**src/rtl/gpcd_pkg.sv**
```systemverilog
/*
  Constants for the two-port pin control block: register offsets, field
  layouts, reset values and encodings.
  Assumes an APB3 master with 32-bit data and full-word accesses.
*/
package gpcd_pkg;

  localparam int ADDR_W = 12;
  localparam int C_PINS = 16;
  localparam int D_PINS = 5;
  localparam int AF_NUM = 6;
  localparam int FSEL_W = 4;

  ////////////////////////////////////////////////////////////////////////
  localparam logic [11:0] OFF_C_FSEL_LO = 12'h240;
  localparam logic [11:0] OFF_C_FSEL_HI = 12'h244;
  localparam logic [11:0] OFF_C_IRQ_EN = 12'h260;
  localparam logic [11:0] OFF_C_IRQ_SENSE = 12'h264;
  localparam logic [11:0] OFF_C_IRQ_DUAL = 12'h268;
  localparam logic [11:0] OFF_C_IRQ_POL = 12'h26C;
  localparam logic [11:0] OFF_C_IRQ_FLAG = 12'h270;
  localparam logic [11:0] OFF_D_MODE = 12'h300;
  localparam logic [11:0] OFF_D_PULL = 12'h308;
  localparam logic [11:0] OFF_D_OUT = 12'h310;
  localparam logic [11:0] OFF_D_IN = 12'h314;
  localparam logic [11:0] OFF_D_DRV_TYPE = 12'h318;
  localparam logic [11:0] OFF_D_DRV_STR = 12'h31C;
  localparam logic [11:0] OFF_D_BIT_CLR = 12'h320;
  localparam logic [11:0] OFF_D_BIT_SET = 12'h324;
  localparam logic [11:0] OFF_D_BIT_INV = 12'h328;
  localparam logic [11:0] OFF_D_FSEL = 12'h340;
  localparam logic [11:0] OFF_D_IRQ_EN = 12'h360;
  localparam logic [11:0] OFF_D_IRQ_SENSE = 12'h364;
  localparam logic [11:0] OFF_D_IRQ_DUAL = 12'h368;
  localparam logic [11:0] OFF_D_IRQ_POL = 12'h36C;
  localparam logic [11:0] OFF_D_IRQ_FLAG = 12'h370;

  ////////////////////////////////////////////////////////////////////////
  localparam logic [9:0] D_MODE_RST = 10'h3FF;
  localparam logic [1:0] MODE_INPUT = 2'h0;
  localparam logic [1:0] MODE_OUTPUT = 2'h1;
  localparam logic [1:0] MODE_ALT = 2'h2;
  localparam logic [1:0] MODE_ANALOG = 2'h3;
  localparam logic [1:0] PULL_UP = 2'h1;
  localparam logic [1:0] PULL_DOWN = 2'h2;
  localparam int NO_PULLDOWN_PIN = 1;

endpackage

```
**src/rtl/gpcd_top.sv**
```systemverilog
/*
  Register block and pin logic for the upper register set of the 16-pin
  port and all registers of the 5-pin port, behind an APB3 slave.
  Assumes pin inputs synchronous to clk_sys and full-word APB accesses.
*/
// The APB slave port was left to the implementer.
`timescale 1ns/10ps
module gpcd_top (
  input wire logic clk_sys,
  input wire logic rst_b,
  input wire logic psel,
  input wire logic penable,
  input wire logic pwrite,
  input wire logic [gpcd_pkg::ADDR_W-1:0] paddr,
  input wire logic [31:0] pwdata,
  output logic [31:0] prdata,
  output logic pready,
  output logic pslverr,
  input wire logic [15:0] portc_pin_in,
  output logic [63:0] portc_func_sel,
  output logic [15:0] portc_irq_req,
  input wire logic [4:0] portd_pin_in,
  input wire logic [29:0] portd_af_out,
  input wire logic [29:0] portd_af_oe,
  output logic [4:0] portd_pin_o,
  output logic [4:0] portd_pin_oe_b,
  output logic [4:0] portd_pull_up,
  output logic [4:0] portd_pull_down,
  output logic [4:0] portd_analog_en,
  output logic [4:0] portd_drive_high,
  output logic [19:0] portd_func_sel,
  output logic [4:0] portd_irq_req
);

  typedef struct packed {
    logic [31:0] prdata;
    logic pready;
    logic pslverr;
    logic [63:0] c_fsel;
    logic [15:0] c_ie;
    logic [15:0] c_iss;
    logic [15:0] c_bet;
    logic [15:0] c_trg;
    logic [15:0] c_if;
    logic [15:0] c_in;
    logic [15:0] c_prev;
    logic [15:0] c_irq;
    logic [9:0] d_mode;
    logic [9:0] d_pull;
    logic [4:0] d_out;
    logic [4:0] d_ot;
    logic [4:0] d_ds;
    logic [19:0] d_fsel;
    logic [4:0] d_ie;
    logic [4:0] d_iss;
    logic [4:0] d_bet;
    logic [4:0] d_trg;
    logic [4:0] d_if;
    logic [4:0] d_in;
    logic [4:0] d_prev;
    logic [4:0] d_irq;
    logic [4:0] d_pin_o;
    logic [4:0] d_pin_oe_b;
    logic [4:0] d_pu;
    logic [4:0] d_pd;
    logic [4:0] d_ana;
  } gpcd_state_t;

  gpcd_state_t st_q;
  gpcd_state_t st_d;
  logic acc_set;
  logic acc_go;
  logic wr_go;
  logic mapped;
  logic [31:0] rd_val;
  logic [15:0] c_clr;
  logic [4:0] d_clr;
  logic [15:0] c_hit;
  logic [15:0] d_hit;
  logic [1:0] pmode;
  logic [3:0] psel_af;
  logic pval;
  logic pen;

  // one wait state keeps pready, prdata and pslverr straight from flops
  assign acc_set = psel & penable & ~st_q.pready;
  assign acc_go = psel & penable & st_q.pready;
  assign wr_go = acc_go & pwrite;

  ////////////////////////////////////////////////////////////////////////
  // condition detect on 16-bit vectors; the small port is zero-padded
  function automatic logic [15:0] detect(
    input logic [15:0] cur,
    input logic [15:0] prev,
    input logic [15:0] iss,
    input logic [15:0] bet,
    input logic [15:0] trg
  );
    logic [15:0] rise;
    logic [15:0] fall;
    logic [15:0] lvl;
    logic [15:0] edg;
    rise = cur & ~prev;
    fall = ~cur & prev;
    lvl = (trg & cur) | (~trg & ~cur);
    edg = (bet & (rise | fall)) | (~bet & ((trg & rise) | (~trg & fall)));
    // level sense ignores the dual-edge bit
    detect = (iss & lvl) | (~iss & edg);
  endfunction

  assign c_hit = detect(st_q.c_in, st_q.c_prev, st_q.c_iss, st_q.c_bet,
                        st_q.c_trg);
  assign d_hit = detect({11'h000, st_q.d_in}, {11'h000, st_q.d_prev},
                        {11'h000, st_q.d_iss}, {11'h000, st_q.d_bet},
                        {11'h000, st_q.d_trg});

  ////////////////////////////////////////////////////////////////////////
  always_comb begin
    mapped = 1'b1;
    rd_val = 32'h0000_0000;
    case (paddr)
      gpcd_pkg::OFF_C_FSEL_LO: rd_val = st_q.c_fsel[31:0];
      gpcd_pkg::OFF_C_FSEL_HI: rd_val = st_q.c_fsel[63:32];
      gpcd_pkg::OFF_C_IRQ_EN: rd_val = {16'h0000, st_q.c_ie};
      gpcd_pkg::OFF_C_IRQ_SENSE: rd_val = {16'h0000, st_q.c_iss};
      gpcd_pkg::OFF_C_IRQ_DUAL: rd_val = {16'h0000, st_q.c_bet};
      gpcd_pkg::OFF_C_IRQ_POL: rd_val = {16'h0000, st_q.c_trg};
      gpcd_pkg::OFF_C_IRQ_FLAG: rd_val = {16'h0000, st_q.c_if};
      gpcd_pkg::OFF_D_MODE: rd_val = {22'h000000, st_q.d_mode};
      gpcd_pkg::OFF_D_PULL: rd_val = {22'h000000, st_q.d_pull};
      gpcd_pkg::OFF_D_OUT: rd_val = {27'h0000000, st_q.d_out};
      gpcd_pkg::OFF_D_IN: rd_val = {27'h0000000, st_q.d_in};
      gpcd_pkg::OFF_D_DRV_TYPE: rd_val = {27'h0000000, st_q.d_ot};
      gpcd_pkg::OFF_D_DRV_STR: rd_val = 32'h0000_0000;
      gpcd_pkg::OFF_D_BIT_CLR: rd_val = 32'h0000_0000;
      gpcd_pkg::OFF_D_BIT_SET: rd_val = 32'h0000_0000;
      gpcd_pkg::OFF_D_BIT_INV: rd_val = 32'h0000_0000;
      gpcd_pkg::OFF_D_FSEL: rd_val = {12'h000, st_q.d_fsel};
      gpcd_pkg::OFF_D_IRQ_EN: rd_val = {27'h0000000, st_q.d_ie};
      gpcd_pkg::OFF_D_IRQ_SENSE: rd_val = {27'h0000000, st_q.d_iss};
      gpcd_pkg::OFF_D_IRQ_DUAL: rd_val = {27'h0000000, st_q.d_bet};
      gpcd_pkg::OFF_D_IRQ_POL: rd_val = {27'h0000000, st_q.d_trg};
      gpcd_pkg::OFF_D_IRQ_FLAG: rd_val = {27'h0000000, st_q.d_if};
      default: mapped = 1'b0;
    endcase
  end

  ////////////////////////////////////////////////////////////////////////
  always_comb begin
    st_d = st_q;
    c_clr = 16'h0000;
    d_clr = 5'h00;
    pmode = 2'h0;
    psel_af = 4'h0;
    pval = 1'b0;
    pen = 1'b0;
    st_d.pready = acc_set;
    st_d.pslverr = acc_set & ~mapped;
    if (acc_set) begin
      st_d.prdata = pwrite ? 32'h0000_0000 : rd_val;
    end
    // every clock samples the pins; previous sample feeds edge detect
    st_d.c_in = portc_pin_in;
    st_d.c_prev = st_q.c_in;
    st_d.d_in = portd_pin_in;
    st_d.d_prev = st_q.d_in;
    if (wr_go) begin
      case (paddr)
        gpcd_pkg::OFF_C_FSEL_LO: st_d.c_fsel[31:0] = pwdata;
        gpcd_pkg::OFF_C_FSEL_HI: st_d.c_fsel[63:32] = pwdata;
        gpcd_pkg::OFF_C_IRQ_EN: st_d.c_ie = pwdata[15:0];
        gpcd_pkg::OFF_C_IRQ_SENSE: st_d.c_iss = pwdata[15:0];
        gpcd_pkg::OFF_C_IRQ_DUAL: st_d.c_bet = pwdata[15:0];
        gpcd_pkg::OFF_C_IRQ_POL: st_d.c_trg = pwdata[15:0];
        gpcd_pkg::OFF_C_IRQ_FLAG: c_clr = pwdata[15:0];
        gpcd_pkg::OFF_D_MODE: st_d.d_mode = pwdata[9:0];
        gpcd_pkg::OFF_D_PULL: st_d.d_pull = pwdata[9:0];
        gpcd_pkg::OFF_D_OUT: st_d.d_out = pwdata[4:0];
        gpcd_pkg::OFF_D_DRV_TYPE: st_d.d_ot = pwdata[4:0];
        gpcd_pkg::OFF_D_DRV_STR: st_d.d_ds = pwdata[4:0];
        gpcd_pkg::OFF_D_BIT_CLR: st_d.d_out = st_q.d_out & ~pwdata[4:0];
        gpcd_pkg::OFF_D_BIT_SET: st_d.d_out = st_q.d_out | pwdata[4:0];
        gpcd_pkg::OFF_D_BIT_INV: st_d.d_out = st_q.d_out ^ pwdata[4:0];
        gpcd_pkg::OFF_D_FSEL: st_d.d_fsel = pwdata[19:0];
        gpcd_pkg::OFF_D_IRQ_EN: st_d.d_ie = pwdata[4:0];
        gpcd_pkg::OFF_D_IRQ_SENSE: st_d.d_iss = pwdata[4:0];
        gpcd_pkg::OFF_D_IRQ_DUAL: st_d.d_bet = pwdata[4:0];
        gpcd_pkg::OFF_D_IRQ_POL: st_d.d_trg = pwdata[4:0];
        gpcd_pkg::OFF_D_IRQ_FLAG: d_clr = pwdata[4:0];
        default: st_d.c_in = portc_pin_in;
      endcase
    end
    // set wins over a clear in the same cycle, enable or not
    st_d.c_if = (st_q.c_if & ~c_clr) | c_hit;
    st_d.d_if = (st_q.d_if & ~d_clr) | d_hit[4:0];
    st_d.c_irq = st_d.c_if & st_d.c_ie;
    st_d.d_irq = st_d.d_if & st_d.d_ie;
    // pin drive follows the new configuration so outputs line up with it
    for (int i = 0; i < gpcd_pkg::D_PINS; i++) begin
      pmode = st_d.d_mode[2*i +: 2];
      psel_af = st_d.d_fsel[gpcd_pkg::FSEL_W*i +: gpcd_pkg::FSEL_W];
      pval = st_d.d_out[i];
      pen = 1'b0;
      if (pmode == gpcd_pkg::MODE_OUTPUT) begin
        pen = 1'b1;
      end else if (pmode == gpcd_pkg::MODE_ALT) begin
        // reserved selections leave the pin undriven
        if (psel_af < 4'(gpcd_pkg::AF_NUM)) begin
          pval = portd_af_out[i*gpcd_pkg::AF_NUM + int'(psel_af)];
          pen = portd_af_oe[i*gpcd_pkg::AF_NUM + int'(psel_af)];
        end
      end
      // open drain only ever pulls low; high comes from a pull-up
      st_d.d_pin_o[i] = pval & ~st_d.d_ot[i];
      st_d.d_pin_oe_b[i] = ~(pen & (~st_d.d_ot[i] | ~pval));
      st_d.d_ana[i] = (pmode == gpcd_pkg::MODE_ANALOG);
      st_d.d_pu[i] = ~st_d.d_ana[i] &
                     (st_d.d_pull[2*i +: 2] == gpcd_pkg::PULL_UP);
      st_d.d_pd[i] = ~st_d.d_ana[i] & (i != gpcd_pkg::NO_PULLDOWN_PIN) &
                     (st_d.d_pull[2*i +: 2] == gpcd_pkg::PULL_DOWN);
    end
  end

  ////////////////////////////////////////////////////////////////////////
  always_ff @(posedge clk_sys) begin
    if (!rst_b) begin
      st_q <= '0;
      st_q.d_mode <= gpcd_pkg::D_MODE_RST;
      st_q.d_ana <= 5'h1F;
      st_q.d_pin_oe_b <= 5'h1F;
    end else begin
      st_q <= st_d;
    end
  end

  assign prdata = st_q.prdata;
  assign pready = st_q.pready;
  assign pslverr = st_q.pslverr;
  assign portc_func_sel = st_q.c_fsel;
  assign portc_irq_req = st_q.c_irq;
  assign portd_pin_o = st_q.d_pin_o;
  assign portd_pin_oe_b = st_q.d_pin_oe_b;
  assign portd_pull_up = st_q.d_pu;
  assign portd_pull_down = st_q.d_pd;
  assign portd_analog_en = st_q.d_ana;
  assign portd_drive_high = st_q.d_ds;
  assign portd_func_sel = st_q.d_fsel;
  assign portd_irq_req = st_q.d_irq;
endmodule

```
**config.mk**
```make
export PLATFORM = sky130hd
export DESIGN_NAME = gpcd_top
export DESIGN_NICKNAME = d
export VERILOG_FILES = /design/src/rtl/gpcd_pkg.sv /design/src/rtl/gpcd_top.sv
export SDC_FILE = /design/constraint.sdc
export NUM_CORES = 1
export LEC_CHECK = 0
export BUFFER_PORTS_ARGS = -buffer_cell sky130_fd_sc_hd__buf_4
export CAP_MARGIN = 30
export CORE_MARGIN = 2
export CORE_UTILIZATION = 41
export CTS_CLUSTER_DIAMETER = 120
export DETAILED_ROUTE_END_ITERATION = 10
export GPL_TIMING_DRIVEN = 0
export RECOVER_POWER = 100
export SLEW_MARGIN = 20
export SYNTH_ARGS = -nofsm -noshare
export SYNTH_HDL_FRONTEND = slang
export SYNTH_SLANG_ARGS = --single-unit
```
**constraint.sdc**
```tcl
create_clock -name clk_sys -period 3.7 [get_ports clk_sys]
set_input_delay 0.185 -clock clk_sys [delete_from_list [all_inputs] [get_ports clk_sys]]
set_output_delay 0.185 -clock clk_sys [all_outputs]
set_load 0.02 [all_outputs]
```
Word level (Yosys, flattened, before mapping)
Index checks and enable logic that the tools add are counted.

Flip-flop bits (word level): 346. Input bits: 130. Output and inout bits: 169. Word-level logic and storage cells: 289.

Add/subtract/negate cells: 4. Magnitude comparators: 10. Eq/ne operators: 46. Multiplexer cells: 83. Bitwise logic cells: 103. Reduce and logical (&&, ||, !) cells: 10.

Operators by type and width (number): one-hot mux 32 bit (18 select lines) (1); equality test 12 x 10 -> 1 bit, second input constant (22); AND 16 bit (12); two-way mux 128 bit (1); two-way mux 16 bit (6); two-way mux 32 bit (3); inverter 16 bit (6); OR 16 bit (6); two-way mux 75 bit (1); AND 5 bit (13); two-way mux 1 bit (49); binary-select mux 1 bit (select 5 bit) (8); two-way mux 5 bit (8); inverter 5 bit (7); OR 5 bit (7); equality test 2 bit, second input constant (14); AND 1 bit (24); inverter 1 bit (22); OR reduction 22 bit (1); equality test 2 x 1 -> 1 bit, second input constant (10); < comparator 4 x 3 -> 1 bit, second input constant (5); two-way mux 10 bit (2); two-way mux 20 bit (1); one-hot mux 5 bit (4 select lines) (1); other kinds (10) (26).

Logic depth before layout (Yosys ltp)
Gate-level depths: netlist of the first run.

Word-level depth: 15. Mapped depth: 15. Mapped depth without buffers: 11.

Worst setup path after synthesis of the first run
OpenSTA, ideal clock, no wires.

Path kind: reg-to-reg. Start point: reg st_q, in the netlist pready. End point: reg st_q, in the netlist portd_pin_oe_b[3]. Library setup time: 80 ps. Arrival time: 3240 ps. Required time: 3620 ps. Setup slack: 380 ps. Stages on the path, launching flop included: 15. Buffers on the path: 4. Period minus slack after synthesis: 3320 ps. Cell sequence: dfxtp_1 -> and4_1 -> clkbuf_1 -> nand4_1 -> buf_4 -> buf_2 -> buf_2 -> mux2i_1 -> inv_1 -> ha_1 -> xnor2_1 -> mux4_2 -> nor3b_1 -> a211o_1 -> o211ai_1.

RTL lines: from (decl) (line gpcd_top.sv:69) `gpcd_state_t st_q;`; from (signal assigned) (line gpcd_top.sv:232) `st_q <= st_d;`.

Worst setup path in the final report of the first run
Start point: in paddr[4] (netlist bit). End point: reg st_q, in the netlist prdata[9].

Cells in the longest elaborated chain, start to end: 3. Elaborated cells on any way between the ends: 20. Classes of those cells: eq/ne (18); mux (2).

RTL lines: from (decl) (line gpcd_top.sv:14) `input wire logic [gpcd_pkg::ADDR_W-1:0] paddr,`; equality test 12 x 10 -> 1 bit (line gpcd_top.sv:121) `case (paddr)`; one-hot mux 32 bit (18 select lines) * (line gpcd_top.sv:121); two-way mux 32 bit * (line gpcd_top.sv:160) `st_d.prdata = pwrite ? 32'h0000_0000 : rd_val;`.

Mark *: on every way between the ends. The rest lies on a longest branch, timed or not. A chain may end at the register's enable or synchronous reset.

==> results of run 1 <==
==> stage by stage <==
step / instances / util / total power [mW] / instance area [um^2]
6_report: 3003 / 0.520 / 8.22 / 21300
5_1_grt: 3003 / 0.520 / 8.46 / 21300
4_1_cts: 3001 / 0.530 / 8.25 / 21700
3_5_place_dp: 2897 / 0.488 / 4.32 / 20000
3_3_place_gp: 2890 / 0.485 / 4.31 / 19900
2_1_floorplan: 2075 / - / 4.07 / 17100
==> metal layers <==
layer | vias to the layer above | part of all wire
met5 | - | 0
met4 | 0 | 0.047
met3 | 169 | 0.076
met2 | 755 | 0.45
met1 | 8243 | 0.42
li1 | 7752 | -
==> where the power goes <==
group          internal, mW  switching [mW]  leakage [nW]
clock                  2.32            1.62         0.631
sequential             3.75          0.0310          2.79
combinational         0.206           0.296          4.94
==> cells in the final DEF (no fill, tap or decap), types with 23 or more instances in the layout <==
master,netlist,final
a211oi_1,38,38
a21oi_1,214,213
a221oi_1,38,38
a22o_1,23,23
a22oi_1,55,55
a31oi_1,26,26
buf_4,168,286
clkbuf_1,113,235
clkbuf_16,0,39
clkbuf_4,0,55
dfxtp_1,345,345
dlygate4sd3_1,0,39
ha_1,55,55
inv_1,63,64
mux2i_1,79,77
nand2_1,374,374
nand3_1,39,39
nor2_1,177,174
nor2b_1,35,35
nor3_1,26,25
==> worst max-delay path: stages <==
cell and delay [ps]:
buf_4 130, or4b_2 730, nor3_1 1220, nor3_1 70, and3_1 250, or3_1 350
clkbuf_1 220, clkbuf_1 440, a31oi_1 430, a21oi_1 70, nor2_1 110
==> flip-flops by register name, indices dropped and copies added (netlist names) <==
signal            cells
prdata               32
portd_pin_oe_b        5
pslverr               1
portd_analog_en       5
portd_pull_down       4
portd_pull_up         5
portc_func_sel       64
portc_irq_req        16
portd_irq_req         5
portd_drive_high      5
st_q                156
portd_pin_o           5
portd_func_sel       20
pready                1
st_d                 21
==> final cells by class <==
| cell class | count | area (um^2) | share of cell area |
|---|---|---|---|
| Timing Repair Buffer | 332 | 2170 | 0.102 |
| Tap cell | 532 | 666 | 0.0312 |
| Clock inverter | 11 | 149 | 0.00698 |
| Sequential cell | 345 | 6910 | 0.324 |
| Inverter | 64 | 240 | 0.0113 |
| Clock buffer | 53 | 1120 | 0.0524 |
| Buffer | 291 | 1760 | 0.0827 |
| Multi-Input combinational cell | 1375 | 8310 | 0.390 |
==> cell usage after synthesis, drive strengths merged, types with 2 or more instances <==
| master | count | area share |
|---|---|---|
| o211ai | 8 | 0.0035 |
| nor3b | 7 | 0.0031 |
| a31oi | 26 | 0.0095 |
| nor4 | 6 | 0.0031 |
| and4bb | 2 | 0.0015 |
| a2111oi | 2 | 0.0010 |
| o21ai | 15 | 0.0044 |
| buf | 178 | 0.077 |
| or4 | 3 | 0.0013 |
| clkbuf | 113 | 0.025 |
| nand2b | 6 | 0.0022 |
| a22oi | 55 | 0.024 |
| nand3 | 39 | 0.011 |
| a221oi | 38 | 0.019 |
| a211o | 12 | 0.0061 |
| mux2 | 11 | 0.0072 |
| nand2 | 374 | 0.082 |
| or3 | 3 | 0.0011 |
| and2 | 22 | 0.0080 |
| a222oi | 5 | 0.0029 |
| xnor2 | 22 | 0.011 |
| nor3 | 26 | 0.0076 |
| nor2b | 35 | 0.013 |
| a22o | 23 | 0.012 |
| mux2i | 80 | 0.048 |
| nand4 | 6 | 0.0022 |
| nand3b | 11 | 0.0048 |
| mux4 | 9 | 0.012 |
| a211oi | 39 | 0.017 |
| ha | 55 | 0.040 |
| o22ai | 8 | 0.0029 |
| dfxtp | 345 | 0.40 |
| inv | 64 | 0.014 |
| nor2 | 177 | 0.039 |
| and4 | 6 | 0.0031 |
| nor4b | 6 | 0.0034 |
| o32ai | 2 | 0.0010 |
| and3 | 9 | 0.0033 |
| a21oi | 214 | 0.063 |
==> timing repair <==
| item | CTS | global route |
|---|---|---|
| gates resized for setup | 16 | 8 |
| hold buffers | 39 | 0 |
| cloned | 0 | 0 |
| setup buffers | 1 | 1 |
| setup endpoints to repair | 12 | 3 |
| hold endpoints to repair | 55 | 0 |
| pin swaps | 1 | 0 |
==> cells by family after synthesis <==
group / synth area share
adders and majority gates: 0.0402
AOI/OAI and AO/OA: 0.172
xor gates and xnor gates: 0.0113
and+or+nand+nor: 0.191
DFF: 0.403
buffers and inverters: 0.115
muxes: 0.0666
other: 0.000219
==> final timing paths <==
path / from / end / cells after the start
max: paddr[4] / prdata[9] / 11
min: pwdata[15] / st_q[215] / 3
max reg2reg: pready / portd_pin_oe_b[3] / 14
min reg2reg: portd_drive_high[2] / portd_drive_high[2] / 2
==> results.py, run 1 <==
metrics = {
    "drt": {
        "wl_per_cell_um": 23.3,
        "via_count": 16919,
        "drc_errors": 0,
        "via_per_inst": 5.63,
        "ant_nets": 0,
        "drt_wl_total_um": 69900,
        "drt_first_pass_iters": 6,
        "drt_iter0_drc": 1556,
    },
    "die": {
        "die_h_um": 208,
        "start_util": 0.417,
        "die_w_um": 208,
        "io_pins": 299,
        "dieArea_um2": 43400,
        "coreArea_um2": 41000,
        "core.rowCount": 74,
    },
    "yosys": {
        "async_flop_share": 0,
        "ys_warn_count": 0,
        "synthCells": 2075,
        "synth-seq-cells": 345,
        "synth_edf_count": 0,
        "syn_nets": 2260,
        "yosysUniqueCellTypes": 60,
        "synth_ff_type": "dfxtp_1",
        "postSynthAreaPerCell_um2": 8.25,
        "ys_seq_area_frac": 0.403,
        "syn_area_um2": 17100,
    },
    "global_route": {
        "busiest_layer": "met2",
        "grt_overflow": 0,
        "grt_pass1_wl_um": 102000,
        "grt_max_degree": 14,
        "grt.met1_usage": 0.409,
        "grt_util_met3": 0.0577,
        "antenna_found_initial": 0,
        "track_usage": 0.312,
        "grt_pass1_vias": 16198,
        "grtUsageMet2": 0.504,
    },
    "status": {
        "status": "finished with violations",
        "violations": "capacitance limit, slew limit, setup timing",
    },
    "critical_path": {
        "rrSetupSlack_ps": 160,
        "crit_fanout": 10,
        "crit_path_end_kind": "flip-flop",
        "setup.worst_path.start_class": "input port",
        "cp.arrival_ps": 4230,
        "cp.required_ps": 4190,
        "crit_type": "input port to flip-flop",
    },
    "timing": {
        "fin_tns_setup_ps": -113,
        "holdWs_ps": 38.9,
        "finalMaxSlewViolations": 8,
        "skew_ps": 16.3,
        "hold_viol_final": 0,
        "finalCritPeriodShare": 1.01,
        "max_freq_ghz": 0.268,
        "rsz0062_at_grt": "false",
        "fin_crit_ps": 3730,
        "fin_ws_ps": -34.4,
        "finalSetupViolations": 9,
        "slew_headroom": -0.0166,
        "worst_pin_slew_ps": 1510,
    },
    "flow_run": {
        "cap_viol_max_count": 1,
    },
    "worst_hold_path": {
        "hp-class": "input port to flip-flop",
    },
    "power_and_ir_drop": {
        "p_leak_nw": 8.36,
        "p_per_area_nw_per_um2": 386,
        "ir_drop_v": 0.000284,
    },
    "clock_tree": {
        "clk_latency_ps": 560,
        "tritoncts": "yes",
        "clock-sinks": 345,
        "clk_root_buffer_cell": "clkbuf_16",
        "clk_pin_slew_ps": 60,
        "cts_buffer_depth": 3,
        "htree_num_levels": 2,
        "cts_made_buffers": 38,
    },
    "final_layout": {
        "antenna_cells": 0,
        "drive_gt1_frac": 0.180,
        "syn2layout_area_growth_pct": 24.6,
        "fill_cells": 4004,
        "nNetsFinal": 2632,
    },
    "placement": {
        "io_buffers": 283,
        "pre_cts_slack_ps": -1080,
        "dp_hpwl_um": 52600,
        "gp_congestion": 0.961,
    },
}
Power figures use the tool's default switching activity.
==> inputs of run 2 (changes only) <==
Settings changed: ABC_CLOCK_PERIOD_IN_PS set to 3700, PLACE_DENSITY set to 0.65.
==> results.py, run 2 (synthesis gave the netlist of run 1 again) <==
metrics = {
    "placement": {
        "gp_congestion": 0.956,
        "dp_hpwl_um": 52900,
        "io_buffers": 283,
        "pre_cts_slack_ps": -915,
        "dp.cells": 2900,
    },
    "timing": {
        "rsz0062_at_grt": "false",
        "fin_ws_ps": 13.6,
        "worst_pin_slew_ps": 1400,
        "finalCritPeriodShare": 0.996,
        "max_freq_ghz": 0.271,
        "finalMaxSlewViolations": 0,
        "fin_crit_ps": 3690,
        "hold_viol_final": 0,
        "slew_headroom": 0.0526,
        "skew_ps": 20.6,
        "finalSetupViolations": 0,
    },
    "final_layout": {
        "final_cell_mix": "nand2_1 (374), dfxtp_1 (345), buf_4 (283)",
        "largest_register_ffs": 156,
        "nNetsFinal": 2634,
        "antenna_cells": 0,
        "syn2layout_area_growth_pct": 24.6,
        "final_common_cell": "nand2_1",
        "instances_no_fill": 3009,
        "final_util": 0.520,
        "regMostFlops": "st_q",
        "drive_gt1_frac": 0.180,
    },
    "critical_path": {
        "worst-path-stages": 10,
        "critPathBufInv": 4,
        "crit_fanout": 10,
        "cpMostUsedCell": "clkbuf_1",
        "crit_chain": "clkbuf_1, nor4b_1, nand2_1, nor2_1, clkbuf_1, clkbuf_1, nand2_1, clkbuf_1, nand2_1, a21oi_1",
        "crit_family": "simple AND/OR/NAND/NOR gates",
        "crit_type": "input port to flip-flop",
        "r2r_start": "pready",
        "ff2ff_path_depth": 13,
        "cp.arrival_ps": 4110,
        "r2r_end": "portd_pin_oe_b[3]",
        "cp.required_ps": 4120,
        "critPathLaunch": "paddr[8]",
        "slowest_stage": "nor4b_1",
        "crit_path_end_kind": "flip-flop",
        "rrSetupSlack_ps": 130,
        "crit_path_max_incr_delay_ps": 690,
        "setup.worst_path.start_class": "input port",
    },
    "drt": {
        "drc_errors": 1,
        "ant_nets": 0,
        "wl_per_cell_um": 23.5,
        "drt_iter0_drc": 1843,
        "drt_first_pass_iters": 9,
        "via_count": 17088,
        "drt_wl_total_um": 70600,
        "via_per_inst": 5.68,
    },
    "worst_hold_path": {
        "hold_start": "pwdata[15]",
        "hold_depth": 3,
        "min_to": "st_q[199]",
        "hp-class": "input port to flip-flop",
    },
    "power_and_ir_drop": {
        "p_leak_nw": 8.37,
        "ir_drop_v": 0.000333,
        "p_per_area_nw_per_um2": 389,
    },
    "clock_tree": {
        "clk_latency_ps": 580,
        "clk_root_buffer_cell": "clkbuf_16",
        "cts_made_buffers": 40,
        "postCtsSetupBuffers": 0,
        "clock-sinks": 345,
        "htree_num_levels": 2,
        "clk_pin_slew_ps": 60,
        "cts_buffer_depth": 3,
        "tritoncts": "yes",
    },
    "die": {
        "die_w_um": 208,
        "start_util": 0.417,
        "core.rowCount": 74,
        "coreArea_um2": 41000,
        "io_pins": 299,
        "die_h_um": 208,
        "dieArea_um2": 43400,
    },
    "global_route": {
        "grt_pass1_wl_um": 102000,
        "antenna_found_initial": 0,
        "track_usage": 0.314,
        "grt_max_degree": 13,
        "grt_pass1_vias": 16162,
        "grt_overflow": 0,
    },
    "status": {
        "violations": "DRC",
        "status": "finished with violations",
    },
    "flow_run": {
        "cap_viol_max_count": 0,
    },
}
[run 2: layer usage]
metal  vias to the layer above  global-route usage  share of wire
met3                       207              0.0503          0.084
met5                         -                   0              0
met2                       903               0.520           0.46
met1                      8228               0.401           0.40
met4                         0               0.143          0.053
li1                       7750                   -              -
[run 2: worst max path at each step]
stage	end
floorplan	portd_pin_oe_b[3]
global placement	portc_irq_req[8]
detailed placement	portd_pin_oe_b[3]
CTS	portd_pin_oe_b[3]
global route	prdata[8]
finish	st_q[230]
[run 2: metrics by stage]
stage / total power [mW] / TNS [ps] / area (um^2) / hold slack [ps]
6_report: 8.31 / 0 / 21300 / 44.0
5_1_grt: 8.52 / 0 / 21300 / 47.8
4_1_cts: 8.32 / 0 / 21800 / 31.9
3_5_place_dp: 4.32 / -10150 / 20000 / 397
3_3_place_gp: 4.31 / -55030 / 19900 / 392
2_1_floorplan: 4.07 / 0 / 17100 / 312
[run 2: report_power, final]
group / total [mW] / internal [mW] / switching, mW
logic: 0.504 / 0.205 / 0.299
clock network: 4.02 / 2.37 / 1.65
registers: 3.78 / 3.75 / 0.0304
[run 2: tightest hold or removal path, stage by stage]
cell      delay, ps
clkbuf_1        210
nand2_1         110
a21oi_1          50
[run 2: layout make-up]
| class | instances | area [um^2] |
|---|---|---|
| Fill cell | 3999 | 19700 |
| Multi-Input combinational cell | 1375 | 8290 |
| Sequential cell | 345 | 6910 |
| Timing Repair Buffer | 333 | 2160 |
| Buffer | 290 | 1750 |
| Clock buffer | 56 | 1180 |
| Tap cell | 532 | 666 |
| Inverter | 64 | 240 |
| Clock inverter | 14 | 135 |
[run 2: timing repair]
item | 4_1_cts | 5_1_grt
hold buffers | 39 | 0
setup endpoints to repair | 8 | 6
gates resized for setup | 13 | 3
endpoints found under the hold margin | 55 | 0
